==> src/shared/hlt_pkg.sv <==
// package: register offsets, field positions, reset values, encodings of the limit timer
// assumes an apb slave with 32-bit data, one aligned word per register
package hlt_pkg;

	// ------------------------------------------------------------
	// register map (byte addresses)
	// ------------------------------------------------------------
	localparam logic [7:0] HLT_OFF_COUNT    = 8'h00;
	localparam logic [7:0] HLT_OFF_PERIOD   = 8'h04;
	localparam logic [7:0] HLT_OFF_CONTROL0 = 8'h08;
	localparam logic [7:0] HLT_OFF_CONTROL1 = 8'h0C;
	localparam logic [7:0] HLT_OFF_INT_FLAG = 8'h10;
	localparam logic [7:0] HLT_OFF_INT_EN   = 8'h14;

	// ------------------------------------------------------------
	// field positions
	// ------------------------------------------------------------
	localparam int HLT_C0_PRESCALE_LSB  = 0;
	localparam int HLT_C0_POSTSCALE_LSB = 3;
	localparam int HLT_C1_SOURCE_LSB    = 0;
	localparam int HLT_C1_RISE_EN_BIT   = 3;
	localparam int HLT_C1_FALL_EN_BIT   = 4;
	localparam int HLT_C1_RISE_EDGE_BIT = 5;
	localparam int HLT_C1_FALL_EDGE_BIT = 6;
	localparam int HLT_FLAG_BIT         = 0;

	// ------------------------------------------------------------
	// reset values
	// ------------------------------------------------------------
	localparam logic [7:0] HLT_COUNT_RESET    = 8'h00;
	localparam logic [7:0] HLT_PERIOD_RESET   = 8'hFF;
	localparam logic [6:0] HLT_CONTROL0_RESET = 7'h00;
	localparam logic [6:0] HLT_CONTROL1_RESET = 7'h00;

	// ------------------------------------------------------------
	// encodings
	// ------------------------------------------------------------
	typedef enum logic [1:0]
	{
		HLT_PRE_DIV1  = 2'b00,
		HLT_PRE_DIV4  = 2'b01,
		HLT_PRE_DIV16 = 2'b10,
		HLT_PRE_DIV64 = 2'b11
	} hlt_prescale_t;

	localparam logic [2:0] HLT_SRC_CCP    = 3'h0;
	localparam logic [2:0] HLT_SRC_CMP1   = 3'h1;
	localparam logic [2:0] HLT_SRC_CMP2   = 3'h2;
	localparam logic [2:0] HLT_SRC_FAULT  = 3'h3;
	localparam logic [2:0] HLT_SRC_OUT0   = 3'h4;
	localparam logic [2:0] HLT_SRC_OUT1   = 3'h5;

	// prescale terminal counts (ticks - 1)
	localparam logic [5:0] HLT_PRE_TC1  = 6'h00;
	localparam logic [5:0] HLT_PRE_TC4  = 6'h03;
	localparam logic [5:0] HLT_PRE_TC16 = 6'h0F;
	localparam logic [5:0] HLT_PRE_TC64 = 6'h3F;

endpackage : hlt_pkg

==> src/shared/hlt_cfg_if.sv <==
// interface: configuration and strobes passed from the register file to the counter core
// assumes one clock domain, driven by the top module
`timescale 1ns/1ns
`default_nettype none
interface hlt_cfg_if;
	logic [1:0] prescale_select;
	logic [3:0] postscale_select;
	logic [7:0] period;
	logic       count_write;
	logic [7:0] count_wdata;
	logic       scaler_clear;
	logic       ext_reset;
	logic [7:0] count;
	logic       match;
	logic       post_overflow;

	modport regs
	(
		output prescale_select,
		output postscale_select,
		output period,
		output count_write,
		output count_wdata,
		output scaler_clear,
		output ext_reset,
		input  count,
		input  match,
		input  post_overflow
	);

	modport core
	(
		input  prescale_select,
		input  postscale_select,
		input  period,
		input  count_write,
		input  count_wdata,
		input  scaler_clear,
		input  ext_reset,
		output count,
		output match,
		output post_overflow
	);
endinterface : hlt_cfg_if
`default_nettype wire

==> src/design/hlt_reset_detect.sv <==
// module: peripheral reset source selection and level/edge detection
// assumes source inputs synchronous to core_clk
`timescale 1ns/1ns
`default_nettype none
module hlt_reset_detect
(
	input  wire logic       core_clk,
	input  wire logic       rst,
	input  wire logic       clk_en,
	input  wire logic [5:0] sources,
	input  wire logic [2:0] source_select,
	input  wire logic       rise_enable,
	input  wire logic       fall_enable,
	input  wire logic       rise_edge_mode,
	input  wire logic       fall_edge_mode,
	output logic            reset_event
);
	logic prev_level;
	wire  valid_source;
	wire  level;
	wire  rise_hit;
	wire  fall_hit;

	assign valid_source = (source_select <= hlt_pkg::HLT_SRC_OUT1);
	assign level        = valid_source & sources[source_select];
	assign rise_hit     = rise_enable & (rise_edge_mode ? (level & ~prev_level) : level);
	assign fall_hit     = fall_enable & (fall_edge_mode ? (~level & prev_level) : ~level);
	assign reset_event  = valid_source & (rise_hit | fall_hit);

	always_ff @(posedge core_clk)
	begin
		if (rst)
			prev_level <= 1'b0;
		else if (clk_en)
			prev_level <= level;
	end
endmodule : hlt_reset_detect
`default_nettype wire

==> src/design/hlt_core.sv <==
// module: prescaler, count, period match and postscaler
// assumes strobes from the register file, one core_clk domain
`timescale 1ns/1ns
`default_nettype none
module hlt_core
(
	input  wire logic core_clk,
	input  wire logic rst,
	input  wire logic clk_en,
	input  wire logic sleep,
	hlt_cfg_if.core   cfg
);
	logic [5:0] pre_count;
	logic [3:0] post_count;
	logic       reset_pending;
	logic [5:0] pre_tc;
	wire        tick;
	wire        run;

	assign run = clk_en & ~sleep;

	always_comb
	begin
		case (hlt_pkg::hlt_prescale_t'(cfg.prescale_select))
			hlt_pkg::HLT_PRE_DIV1:  pre_tc = hlt_pkg::HLT_PRE_TC1;
			hlt_pkg::HLT_PRE_DIV4:  pre_tc = hlt_pkg::HLT_PRE_TC4;
			hlt_pkg::HLT_PRE_DIV16: pre_tc = hlt_pkg::HLT_PRE_TC16;
			hlt_pkg::HLT_PRE_DIV64: pre_tc = hlt_pkg::HLT_PRE_TC64;
			default:                pre_tc = hlt_pkg::HLT_PRE_TC1;
		endcase
	end

	assign tick      = (pre_count == pre_tc);
	assign cfg.match = (cfg.count == cfg.period);
	assign cfg.post_overflow = run & tick & cfg.match & ~cfg.count_write & ~cfg.scaler_clear
		& (post_count == cfg.postscale_select);

	// prescaler
	always_ff @(posedge core_clk)
	begin
		if (rst)
			pre_count <= 6'h00;
		else if (cfg.scaler_clear)
			pre_count <= 6'h00;
		else if (run)
			pre_count <= tick ? 6'h00 : pre_count + 6'h01;
	end

	// count register; software writes land even while asleep
	always_ff @(posedge core_clk)
	begin
		if (rst)
			cfg.count <= hlt_pkg::HLT_COUNT_RESET;
		else if (cfg.count_write)
			cfg.count <= cfg.count_wdata;
		else if (run & tick & (reset_pending | cfg.ext_reset))
			cfg.count <= 8'h00;
		else if (run & tick & cfg.match)
			cfg.count <= 8'h00;
		else if (run & tick)
			cfg.count <= cfg.count + 8'h01;
	end

	// reset event held until the next timer clock edge
	always_ff @(posedge core_clk)
	begin
		if (rst)
			reset_pending <= 1'b0;
		else if (cfg.count_write | (run & tick))
			reset_pending <= 1'b0;
		else if (run & cfg.ext_reset)
			reset_pending <= 1'b1;
	end

	// postscaler
	always_ff @(posedge core_clk)
	begin
		if (rst)
			post_count <= 4'h0;
		else if (cfg.scaler_clear | cfg.count_write)
			post_count <= 4'h0;
		else if (cfg.post_overflow)
			post_count <= 4'h0;
		else if (run & tick & cfg.match)
			post_count <= post_count + 4'h1;
	end
endmodule : hlt_core
`default_nettype wire

==> src/design/hlt_top.sv <==
// module: limit timer top with apb register slave
// assumes apb master on core_clk; sources synchronous; rst covers every device reset
//
// The register addresses and register access over APB are this design's own decisions.
`timescale 1ns/1ns
`default_nettype none
// Operation
// - count advances on each prescaled instruction clock edge
// - prescaler divides by 1, 4, 16 or 64 via two-bit select
// - count compared with period every timer clock; equality gives match
// - after match count returns to zero and postscaler advances
// - count and period read/write; reset clears count, sets period all ones
// - prescaler and postscaler clear on count or control0 write and reset
// - control0 write leaves count unchanged
// - postscaler overflow sets the limit match flag
// - interrupt request only when flag and enable both set
// - four-bit postscale select gives ratios 1:1 to 1:16
// - enabled peripheral reset clears count; a coincident match still advances the postscaler
// - three-bit field in control1 selects one of six reset sources
// - separate enables for high and low reset conditions
// - mode bits make each reset condition edge sensitive, else level
// - count clears on first timer clock edge after reset event
// - software count write beats coincident reset and discards pending ones
// - unscaled match output goes to the output generator
// - timer frozen and count held during sleep
module hlt_top
(
	input  wire logic        core_clk,
	input  wire logic        rst,
	input  wire logic        clk_en,
	input  wire logic        sleep,
	input  wire logic        psel,
	input  wire logic        penable,
	input  wire logic        pwrite,
	input  wire logic [7:0]  paddr,
	input  wire logic [31:0] pwdata,
	output logic      [31:0] prdata,
	output logic             pready,
	output logic             pslverr,
	input  wire logic        capture_compare_unit,
	input  wire logic        comparator1_out,
	input  wire logic        comparator2_out,
	input  wire logic        output_generator_fault_pin,
	input  wire logic        output_generator_out0,
	input  wire logic        output_generator_out1,
	output logic             limit_match,
	output logic             limit_irq
);
	// ------------------------------------------------------------
	// registers
	// ------------------------------------------------------------
	logic [6:0] limit_control0;
	logic [6:0] limit_control1;
	logic [7:0] limit_period;
	logic       limit_match_flag;
	logic       limit_match_int_enable;

	hlt_cfg_if cfg ();

	// ------------------------------------------------------------
	// apb decode
	// ------------------------------------------------------------
	wire access   = psel & penable;
	wire wr       = access & pwrite & clk_en;
	wire sel_cnt  = (paddr == hlt_pkg::HLT_OFF_COUNT);
	wire sel_per  = (paddr == hlt_pkg::HLT_OFF_PERIOD);
	wire sel_c0   = (paddr == hlt_pkg::HLT_OFF_CONTROL0);
	wire sel_c1   = (paddr == hlt_pkg::HLT_OFF_CONTROL1);
	wire sel_flg  = (paddr == hlt_pkg::HLT_OFF_INT_FLAG);
	wire sel_ien  = (paddr == hlt_pkg::HLT_OFF_INT_EN);
	wire mapped   = sel_cnt | sel_per | sel_c0 | sel_c1 | sel_flg | sel_ien;
	wire wr_c0    = wr & sel_c0;

	assign pready  = 1'b1;
	assign pslverr = access & ~mapped;

	logic [31:0] rd_mux;
	always_comb
	begin
		rd_mux = 32'h0000_0000;
		if (sel_cnt)
			rd_mux = {24'h000000, cfg.count};
		else if (sel_per)
			rd_mux = {24'h000000, limit_period};
		else if (sel_c0)
			rd_mux = {25'h0000000, limit_control0};
		else if (sel_c1)
			rd_mux = {25'h0000000, limit_control1};
		else if (sel_flg)
			rd_mux = {31'h00000000, limit_match_flag};
		else if (sel_ien)
			rd_mux = {31'h00000000, limit_match_int_enable};
	end
	assign prdata = rd_mux;

	// ------------------------------------------------------------
	// register writes
	// ------------------------------------------------------------
	always_ff @(posedge core_clk)
	begin
		if (rst)
		begin
			limit_control0         <= hlt_pkg::HLT_CONTROL0_RESET;
			limit_control1         <= hlt_pkg::HLT_CONTROL1_RESET;
			limit_period           <= hlt_pkg::HLT_PERIOD_RESET;
			limit_match_int_enable <= 1'b0;
		end
		else if (wr)
		begin
			if (sel_c0)
				limit_control0 <= pwdata[6:0];
			if (sel_c1)
				limit_control1 <= pwdata[6:0];
			if (sel_per)
				limit_period <= pwdata[7:0];
			if (sel_ien)
				limit_match_int_enable <= pwdata[hlt_pkg::HLT_FLAG_BIT];
		end
	end

	// flag: hardware set wins over software write of zero
	always_ff @(posedge core_clk)
	begin
		if (rst)
			limit_match_flag <= 1'b0;
		else if (cfg.post_overflow)
			limit_match_flag <= 1'b1;
		else if (wr & sel_flg)
			limit_match_flag <= pwdata[hlt_pkg::HLT_FLAG_BIT];
	end

	assign limit_irq   = limit_match_flag & limit_match_int_enable;
	assign limit_match = cfg.match;

	// ------------------------------------------------------------
	// core connections
	// ------------------------------------------------------------
	assign cfg.prescale_select  = limit_control0[hlt_pkg::HLT_C0_PRESCALE_LSB +: 2];
	assign cfg.postscale_select = limit_control0[hlt_pkg::HLT_C0_POSTSCALE_LSB +: 4];
	assign cfg.period           = limit_period;
	assign cfg.count_write      = wr & sel_cnt;
	assign cfg.count_wdata      = pwdata[7:0];
	assign cfg.scaler_clear     = wr_c0 | (wr & sel_cnt);

	wire [5:0] sources = {output_generator_out1, output_generator_out0,
		output_generator_fault_pin, comparator2_out, comparator1_out, capture_compare_unit};

	hlt_reset_detect u_detect
	(
		.core_clk       (core_clk),
		.rst            (rst),
		.clk_en         (clk_en & ~sleep),
		.sources        (sources),
		.source_select  (limit_control1[hlt_pkg::HLT_C1_SOURCE_LSB +: 3]),
		.rise_enable    (limit_control1[hlt_pkg::HLT_C1_RISE_EN_BIT]),
		.fall_enable    (limit_control1[hlt_pkg::HLT_C1_FALL_EN_BIT]),
		.rise_edge_mode (limit_control1[hlt_pkg::HLT_C1_RISE_EDGE_BIT]),
		.fall_edge_mode (limit_control1[hlt_pkg::HLT_C1_FALL_EDGE_BIT]),
		.reset_event    (cfg.ext_reset)
	);

	hlt_core u_core
	(
		.core_clk (core_clk),
		.rst      (rst),
		.clk_en   (clk_en),
		.sleep    (sleep),
		.cfg      (cfg)
	);
endmodule : hlt_top
`default_nettype wire

==> config.mk <==
export PLATFORM = sky130hd
export DESIGN_NAME = hlt_top
export DESIGN_NICKNAME = d
export VERILOG_FILES = /design/src/shared/hlt_pkg.sv /design/src/shared/hlt_cfg_if.sv /design/src/design/hlt_reset_detect.sv /design/src/design/hlt_core.sv /design/src/design/hlt_top.sv
export SDC_FILE = /design/constraint.sdc
export NUM_CORES = 1
export LEC_CHECK = 0
export ABC_AREA = 1
export BUFFER_PORTS_ARGS = -buffer_cell sky130_fd_sc_hd__buf_2
export CAP_MARGIN = 0
export CORE_ASPECT_RATIO = 1.4
export CORE_MARGIN = 2
export CORE_UTILIZATION = 47
export DETAILED_ROUTE_END_ITERATION = 8
export GPL_TIMING_DRIVEN = 0
export PLACE_DENSITY = 0.81
export SLEW_MARGIN = 30
export SYNTH_ARGS = -nofsm -noshare
export SYNTH_HDL_FRONTEND = slang
export SYNTH_SLANG_ARGS = --single-unit
==> constraint.sdc <==
create_clock -name core_clk -period 1.5 [get_ports core_clk]
set_clock_uncertainty 0.1 [all_clocks]
set_input_delay 0.075 -clock core_clk [delete_from_list [all_inputs] [get_ports core_clk]]
set_output_delay 0.075 -clock core_clk [all_outputs]
set_load 0.01 [all_outputs]
==> results.md, run 1 <==
- The run finished, with violations left.
- The checks that failed: setup timing.
- The category of the worst setup path capture point is a flip-flop.
- The xor and xnor fraction of the mapped netlist area is between 4 and 5%.
- In the final routed layout, each cell accounts on average for 14.0 um.
- Cells fill 63.6% of the core in the end.
- The core region is 0.00613 mm^2.
- Across the VDD grid, the largest voltage drop is 0.430 mV.
- Each instance of the synthesized netlist takes up on average roughly 7 um^2.
- In the synthesized netlist the async set-or-reset flop fraction comes to 0%.
- The maximum number of pins on one net before global-route repair is 16.
- The number of clock buffers added by TritonCTS is 5.
- The instance area after placement is about 0.0033 mm^2.
- At the pin with the least slew margin, the transition time is ~0.6 ns.
- The post-route worst setup slack is -0.176 ns.
- The first routing iteration left between 200 and 250 violations.
- The die is approximately 71 um wide.
- The total number of placement rows is 34.
- The number of cells on the worst hold path is 4.
- For this run, the detailed router's first-pass iteration total came to 5.
- For this design the static power due to leakage is 1.81 nW.
- The total overflow reported by the global router is 0.
- The total I/O pin count is 89.
- The final cycle utilization of the critical path is 112%.
- The initial cell density of the core is a little under half.
- The data arrival time of the critical path is 1.74 ns.
- In this run the power density over the cells is between 600 and 700 mW/mm^2.
- For the final routed database, the setup TNS stands at -2.11 ns.
- In the routed design, unresolved DRC markers number 0.
- The maximum cell stage delay along the critical path is 0.35 ns.
- Traced cell by cell, the critical path runs through xor2_1 -> nor2_2 -> nand2_2 -> nor2_4 -> nand2_4 -> nand2_4 -> nor3_1 -> nor2_1 -> nor2_1.
- The count of input and output buffers is 39.
- The number of buffers and inverters on the critical path is 0.
- The final instance area is 0.00390 mm^2.
- The worst reg-to-reg path cell count is 9.
- For this run, the top clock speed supported by timing is between 0.5 and 0.6 GHz.
- Sequential cells were found to cover a little under a third of the synthesized design area.
- The cell class contributing the biggest share of worst-path delay is simple AND/OR/NAND/NOR gates.
- The primary flip-flop cell chosen by synthesis mapping is dfxtp_1.
- The post-synthesis instance area is 0.00292 mm^2.
- Across every metal layer, demand over resource in global routing totals between 20% and 30%.
- For the worst-skew pair, the clock arrives at the later sink with an insertion delay of roughly 0.31 ns.
- The Yosys step of the flow raised 0 warnings.
- After synthesis the netlist holds a flip-flop and latch count of 44.
- After the flow finishes, the layout carries non-filler instances totaling around 600.
- The vertical extent of the die is between 90 and 100 um.
- The number of setup violations in the final report is 16.
- After clock tree synthesis, the clock-pin slew on the worst setup and hold paths is about 0.10 ns.
- The path class of the tightest hold or removal check is input pin to flip-flop.
- On the critical path, the stage with the largest delay is an instance of dfxtp_2.
- Total power for the finished layout comes to roughly 0.0024 W.
- For this block, the routed nets add up to ~8.4 mm of wire.
- The first-pass GRT wire length is about 13 mm.
- The worst slew margin relative to its limit is about three fifths.
- The count of final max-slew check failures is 0.
- The distinct cell type count after synthesis is 36.
- The adder-cell share of the synthesized area is 1.28%.
- Using the TritonRoute via totals, the vias-per-cell ratio works out to about 5.3.
- The H-tree was split into 2 levels.
- The synthesized netlist devotes between 10% and 20% of its cell area to compound gates.
- Across the run, the number of max-cap violations was 0.
- After synthesis, the largest family of logic cells by area is simple AND/OR/NAND/NOR gates.
- The via count of the first global-routing pass came to a little under 3000.
- The data required time at the worst endpoint is between 1.5 and 2 ns.
- The remaining number of nets flagged by the antenna check after routing is 0.
- The count of flip-flops with a built-in enable after synthesis is 0.
- The die covers roughly 0.0069 mm^2.
- The post-synthesis instance total is 429.
- The net count of the finished layout is 581.
- The final critical path time including I/O delays and setup is approximately 1.7 ns.
- The count of final hold-check violations was 0.
- The clock tree from TritonCTS is done.
- The repair_antennas step left the layout with diodes totalling 0.
- The layout overhead on the synthesized area is 33.4%.
- Of the post-synthesis cell area, the part taken by muxes is 0%.
- The number of antenna violations at the first check in global routing was 0.
- The critical path is of the flip-flop to flip-flop type.
- The wire-length estimate of the detail-placed layout is around 5.7 mm.
- The number of cells after detailed placement is about 560.
- The maximum fanout along the worst path is 6.
- The critical path depth is 9.
- For this design, the sink count on the clock tree is 44.
- The via count of the routed design is roughly 3100.
- The routability-driven placement congestion ratio is 0.915.
- In the final layout, the share of cells above drive strength 1 is around 36%.
- The tree is rooted in a clkbuf_8.
- In this run the deepest clock path goes through 2 buffers.
- The startpoint type of the worst setup path is a flip-flop.
- Of the total synthesized cell area, the portion taken by AND, OR, NAND and NOR gates is 30.9%.
- Setup repair after global routing could not meet its margin everywhere.
## what timing repair did
action,CTS,global route
setup buffers,11,6
resized for setup,49,42
endpoints found under the setup margin,20,24
hold endpoints to repair,20,0
hold buffers,9,0
pin swaps,12,22
gates cloned,1,0
## sequential cells by signal, summed over array words and instances (netlist names), 4 cells and up
signal             count
cfg.period             8
limit_control0         7
limit_control1         7
u_core.cfg.count       8
u_core.post_count      4
u_core.pre_count       6
## routing by layer
metal / global-route usage, % / share of wire (%) / routed length [um]
met1: 23.2 / 38 / 3190
met4: 12.9 / 5.1 / 429
met5: 0 / 0 / 0
met3: 3.32 / 5.7 / 480
met2: 41.7 / 51 / 4270
## through the flow
step / hold slack (ns) / setup WS [ns]
2_1_floorplan: 0.105 / 0.0231
3_3_place_gp: 0.208 / -0.220
3_5_place_dp: 0.215 / -0.224
4_1_cts: 0.0635 / -0.0733
5_1_grt: 0.0873 / -0.210
6_report: 0.0601 / -0.176
## power by group
group          internal [W]  total, W  leakage, nW  switching (W)
sequential          0.00116   0.00116        0.366     0.00000500
clock              0.000502  0.000953       0.0548       0.000451
combinational      0.000133  0.000312         1.39       0.000179
total               0.00179   0.00243         1.81       0.000635
## final cells by class
cell class	instances	area (um^2)
well taps	72	90.1
fillers	529	2230
plain buffers	29	206
multi-input cells	315	1880
clock buffers	5	68.8
inverters	65	264
repair buffers	65	417
flip-flops and latches	44	925
clock inverters	3	46.3
## worst paths after layout
kind                        from                   to  slack, ns
max                cfg.period[6]  u_core.cfg.count[1]      -0.18
min                        sleep  u_detect.prev_level       0.06
max reg2reg        cfg.period[6]  u_core.cfg.count[1]      -0.18
min reg2reg  u_core.pre_count[1]  u_core.pre_count[1]       0.40
## cells in the final DEF, fill, tap and decap left out, types with 3 or more instances in the layout
| cell type | Yosys | routed |
|---|---|---|
| o211ai_1 | 9 | 9 |
| dfxtp_4 | 0 | 8 |
| clkbuf_1 | 3 | 3 |
| inv_1 | 52 | 47 |
| buf_2 | 0 | 39 |
| buf_4 | 26 | 42 |
| nor3_1 | 6 | 5 |
| dfxtp_1 | 44 | 25 |
| nand3_4 | 0 | 3 |
| nand3_2 | 4 | 9 |
| nor2_1 | 37 | 28 |
| dlygate4sd3_1 | 0 | 9 |
| nand2_1 | 81 | 71 |
| a221oi_1 | 3 | 3 |
| inv_2 | 11 | 12 |
| o21ai_1 | 3 | 6 |
| nand2_2 | 4 | 10 |
| o22ai_1 | 11 | 11 |
| nor2_4 | 6 | 15 |
| nor2_2 | 10 | 10 |
| nand2_4 | 3 | 8 |
| a21oi_1 | 31 | 28 |
| clkbuf_8 | 0 | 5 |
| inv_4 | 1 | 5 |
| o21ai_0 | 25 | 20 |
| nand4_1 | 4 | 4 |
| nand3_1 | 23 | 15 |
| ha_1 | 3 | 3 |
| xor2_1 | 14 | 14 |
| conb_1 | 2 | 25 |
| a21oi_2 | 0 | 3 |
| o21ai_2 | 1 | 3 |
| dfxtp_2 | 0 | 11 |
## cells by family (layout without fill, tap and decap cells)
| kind of cell | after synthesis | after routing |
|---|---|---|
| simple gates | 184 | 185 |
| buf+inv | 94 | 167 |
| compound gates | 86 | 86 |
| flops | 44 | 44 |
| xor+xnor | 16 | 16 |
| fa+ha+maj | 3 | 3 |
| other cells | 2 | 25 |
## worst register-to-register path, cell delays in order (launching register included)
cell and delay (ns):
dfxtp_2 0.35, xor2_1 0.15, nor2_2 0.19, nand2_2 0.10, nor2_4 0.17, nand2_4 0.11
nand2_4 0.14, nor3_1 0.07, nor2_1 0.10, nor2_1 0.05
## cell usage after synthesis, types with 3 or more instances
cell type | n | area (um^2)
nand2_4 | 3 | 33.8
nor3_1 | 6 | 30.0
nor2_4 | 6 | 67.6
nand3_2 | 4 | 40.0
nand2_1 | 81 | 304
nor2_1 | 37 | 139
a21oi_1 | 31 | 155
buf_4 | 26 | 195
dfxtp_1 | 44 | 881
o211ai_1 | 9 | 67.6
o21ai_1 | 3 | 15.0
nand2_2 | 4 | 25.0
nand4_1 | 4 | 25.0
nor2_2 | 10 | 62.6
nand3_1 | 23 | 115
ha_1 | 3 | 37.5
inv_1 | 52 | 195
a221oi_1 | 3 | 26.3
clkbuf_1 | 3 | 11.3
inv_2 | 11 | 41.3
o21ai_0 | 25 | 125
o22ai_1 | 11 | 68.8
xor2_1 | 14 | 123
(Power assumes the default switching activity.)
==> inputs of run 2 (changes only) <==
Settings changed: CORE_UTILIZATION 47 to 40, PLACE_DENSITY 0.81 to 0.71.
==> run 2 against run 1 <==
The flow still finishes with violations (setup timing). Via count decreased by 2.7%. Worst setup slack improved by 0.079 ns. Worst hold slack got worse by 0.019 ns. Wire length decreased by 0.59%. Power decreased by 7.2%. Maximum frequency increased by 5.0%. Count of clock-buffer cells in the layout increased by 3. Global-route usage decreased by 2.4 points. Non-clock buffer count decreased by 1. Core utilization decreased by 7.2 points. Clock power decreased by 18%. Largest cell class unchanged.
==> results.md, run 2 (same netlist as run 1, synthesis figures left out) <==
- The analysis attributes to cell leakage a power of between 1.5 and 2 nW.
- Setup repair after global routing could not meet its margin everywhere.
- The maximum fanout along the worst path is 5.
- For this block, the routed nets add up to 8.32 mm of wire.
- The H-tree was split into 2 levels.
- No sink is reached through more buffers than the 2 on the longest clock path.
- The final sum of negative setup slack is -0.968 ns.
- The detailed-router iteration count before antenna repair is 4.
- The vertical extent of the die is 105 um.
- For this block, the initial DRC count from the detailed router was between 200 and 250.
- Clock-pin slew was measured on the worst setup and hold paths at 0.08 ns.
- The worst path in the final design needs a cycle of between 1.5 and 2 ns, including I/O delays and setup.
- The count of final max-slew check failures is 0.
- Once the floorplan was initialized, standard cells occupied between 40% and 50% of the core.
- In the layout the commonest cells are nand2_1 (68), inv_1 (46), buf_4 (40), buf_2 (38), a21oi_1 (26).
- The critical path in this run is classified as flip-flop to flip-flop.
- The initialized floorplan defines 36 standard-cell rows.
- The cell area power density is 569 mW/mm^2.
- The count of final hold-check violations was 0.
- From left edge to right edge, the die measures roughly 76 um.
- The via count of the routed design is 3064.
- The run finished, with violations left.
- The floorplan step defined a die boundary enclosing ~0.008 mm^2.
- The wire length per cell is 13.4 um.
- The clock reaches the later pin of the worst-skew pair after 0.30 ns.
- Data on the critical path is required at its endpoint by roughly 1.6 ns.
- For the worst setup path, the data arrival time is between 1.5 and 2 ns.
- The antenna diode count is 0.
- In this run the most used layer during global routing was met2.
- The via count of the first global-routing pass was roughly 3000.
- The total overflow left after global routing is 0.
- The average via count per standard cell is 4.94.
- The number of antenna violations at the first check in global routing is 0.
- The category of the worst setup path capture point is a flip-flop.
- The startpoint type of the worst setup path is a flip-flop.
- The maximum operating frequency is approximately 0.63 GHz.
- For the pin with the worst max-slew slack, the measured transition is about 0.66 ns.
- The clock tree from TritonCTS is done.
- The total I/O pin count is 89.
- Once routing completed, OpenROAD measured the worst setup slack at -0.0964 ns.
- The global-route usage over all layers is around 20%.
- The final reports fail on setup timing.
- The congestion estimate from routability-driven global placement came to between 0.8 and 0.9.
- The maximum number of pins on one net before global-route repair is 13.
- The count of nets left with antenna violations once routing finished came out at 0.
- The count of input and output buffers is 39.
- The clock drives 44 sinks.
- The worst hold path belongs to the class input pin to flip-flop.
- Buffers inserted during clock tree synthesis total 5.
- The most common cell after layout, fill and taps aside is nand2_1.
- The routing usage on met1 is between 20 and 25%.
- The worst slew margin relative to its limit is a little under three fifths.
- For met3 alone, demand over resource in global routing was roughly 3.2%.
- The number of DRC violations after detailed routing is 0.
- The first global-routing pass estimated approximately 13 mm of wire.
- Global routing consumed, on the met2 layer, between 30% and 40% of the routing resources.
- The peak supply drop is around 0.35 mV.
- The core area is 0.00703 mm^2.
- The final cycle utilization of the critical path is 106%.
- Max-cap violations in this run came to 0.
- The utilization after layout is 56.4%.
- Compared with the post-synthesis result, the final layout area differs by 35.7%.
- The detailed placer's ending HPWL is just over 6 mm.
- Setup violations remaining at the end of the flow were counted as 14.
- For this run, the post-layout net count is 580.
- The tree is rooted in a clkbuf_8.
- The proportion of layout cells with a drive suffix above 1 is just under 40%.
==> run 2: metrics by stage <==
| step | instance area, um^2 | total power, W | setup slack (ns) | std cells | hold WS, ns |
|---|---|---|---|---|---|
| 2_1_floorplan | 3010 | 0.00138 | 0.0231 | 452 | 0.105 |
| 3_3_place_gp | 3330 | 0.00145 | -0.239 | 586 | 0.208 |
| 3_5_place_dp | 3330 | 0.00146 | -0.275 | 586 | 0.211 |
| 4_1_cts | 3650 | 0.00225 | -0.0643 | 609 | -0.00772 |
| 5_1_grt | 3960 | 0.00234 | -0.163 | 620 | 0.0463 |
| 6_report | 3960 | 0.00225 | -0.0964 | 620 | 0.0413 |
==> run 2: per-layer routing <==
metal / routed length, um / up-vias
met3: 384 / 23
met2: 4420 / 92
met5: 0 / -
li1: - / 1542
met1: 3190 / 1407
met4: 338 / 0
==> run 2: cell type report <==
type / instances / area [um^2]
timing repair buffer: 64 / 420
clock buffer: 8 / 90.1
multi-input combinational: 315 / 1920
fill: 663 / 3060
sequential: 44 / 937
buffer: 29 / 206
tap: 95 / 119
inverter: 65 / 267
==> run 2: final timing paths <==
path / startpoint / endpoint / slack (ns) / cells past startpoint
max reg2reg: u_core.cfg.count[6] / u_core.post_count[2] / -0.1 / 8
max: u_core.cfg.count[6] / u_core.post_count[2] / -0.1 / 8
min reg2reg: u_core.pre_count[0] / u_core.pre_count[0] / 0.37 / 1
min: pwdata[5] / limit_control0[5] / 0.04 / 3
==> run 2: report_power, final <==
part           switching (W)  internal, W  leakage (nW)
Combinational       0.000181     0.000134          1.40
Sequential        0.00000624      0.00115         0.366
Clock               0.000404     0.000376        0.0455
Total               0.000591      0.00166          1.81
==> run 2: what timing repair did <==
| item | CTS | global route |
|---|---|---|
| cloned | 1 | 0 |
| setup buffers | 7 | 10 |
| gates resized for setup | 43 | 73 |
| hold endpoints to repair | 15 | 1 |
| endpoints found under the setup margin | 22 | 24 |
| hold buffers | 7 | 1 |
| pin swaps | 10 | 24 |
==> run 2: critical path: stages, from the launching register on <==
cell,delay (ns)
dfxtp_2,0.34
xor2_1,0.17
nor2_2,0.15
nand2_2,0.08
nor2_4,0.17
nand2_4,0.12
o21ai_1,0.21
nand3_2,0.10
nor2_1,0.09
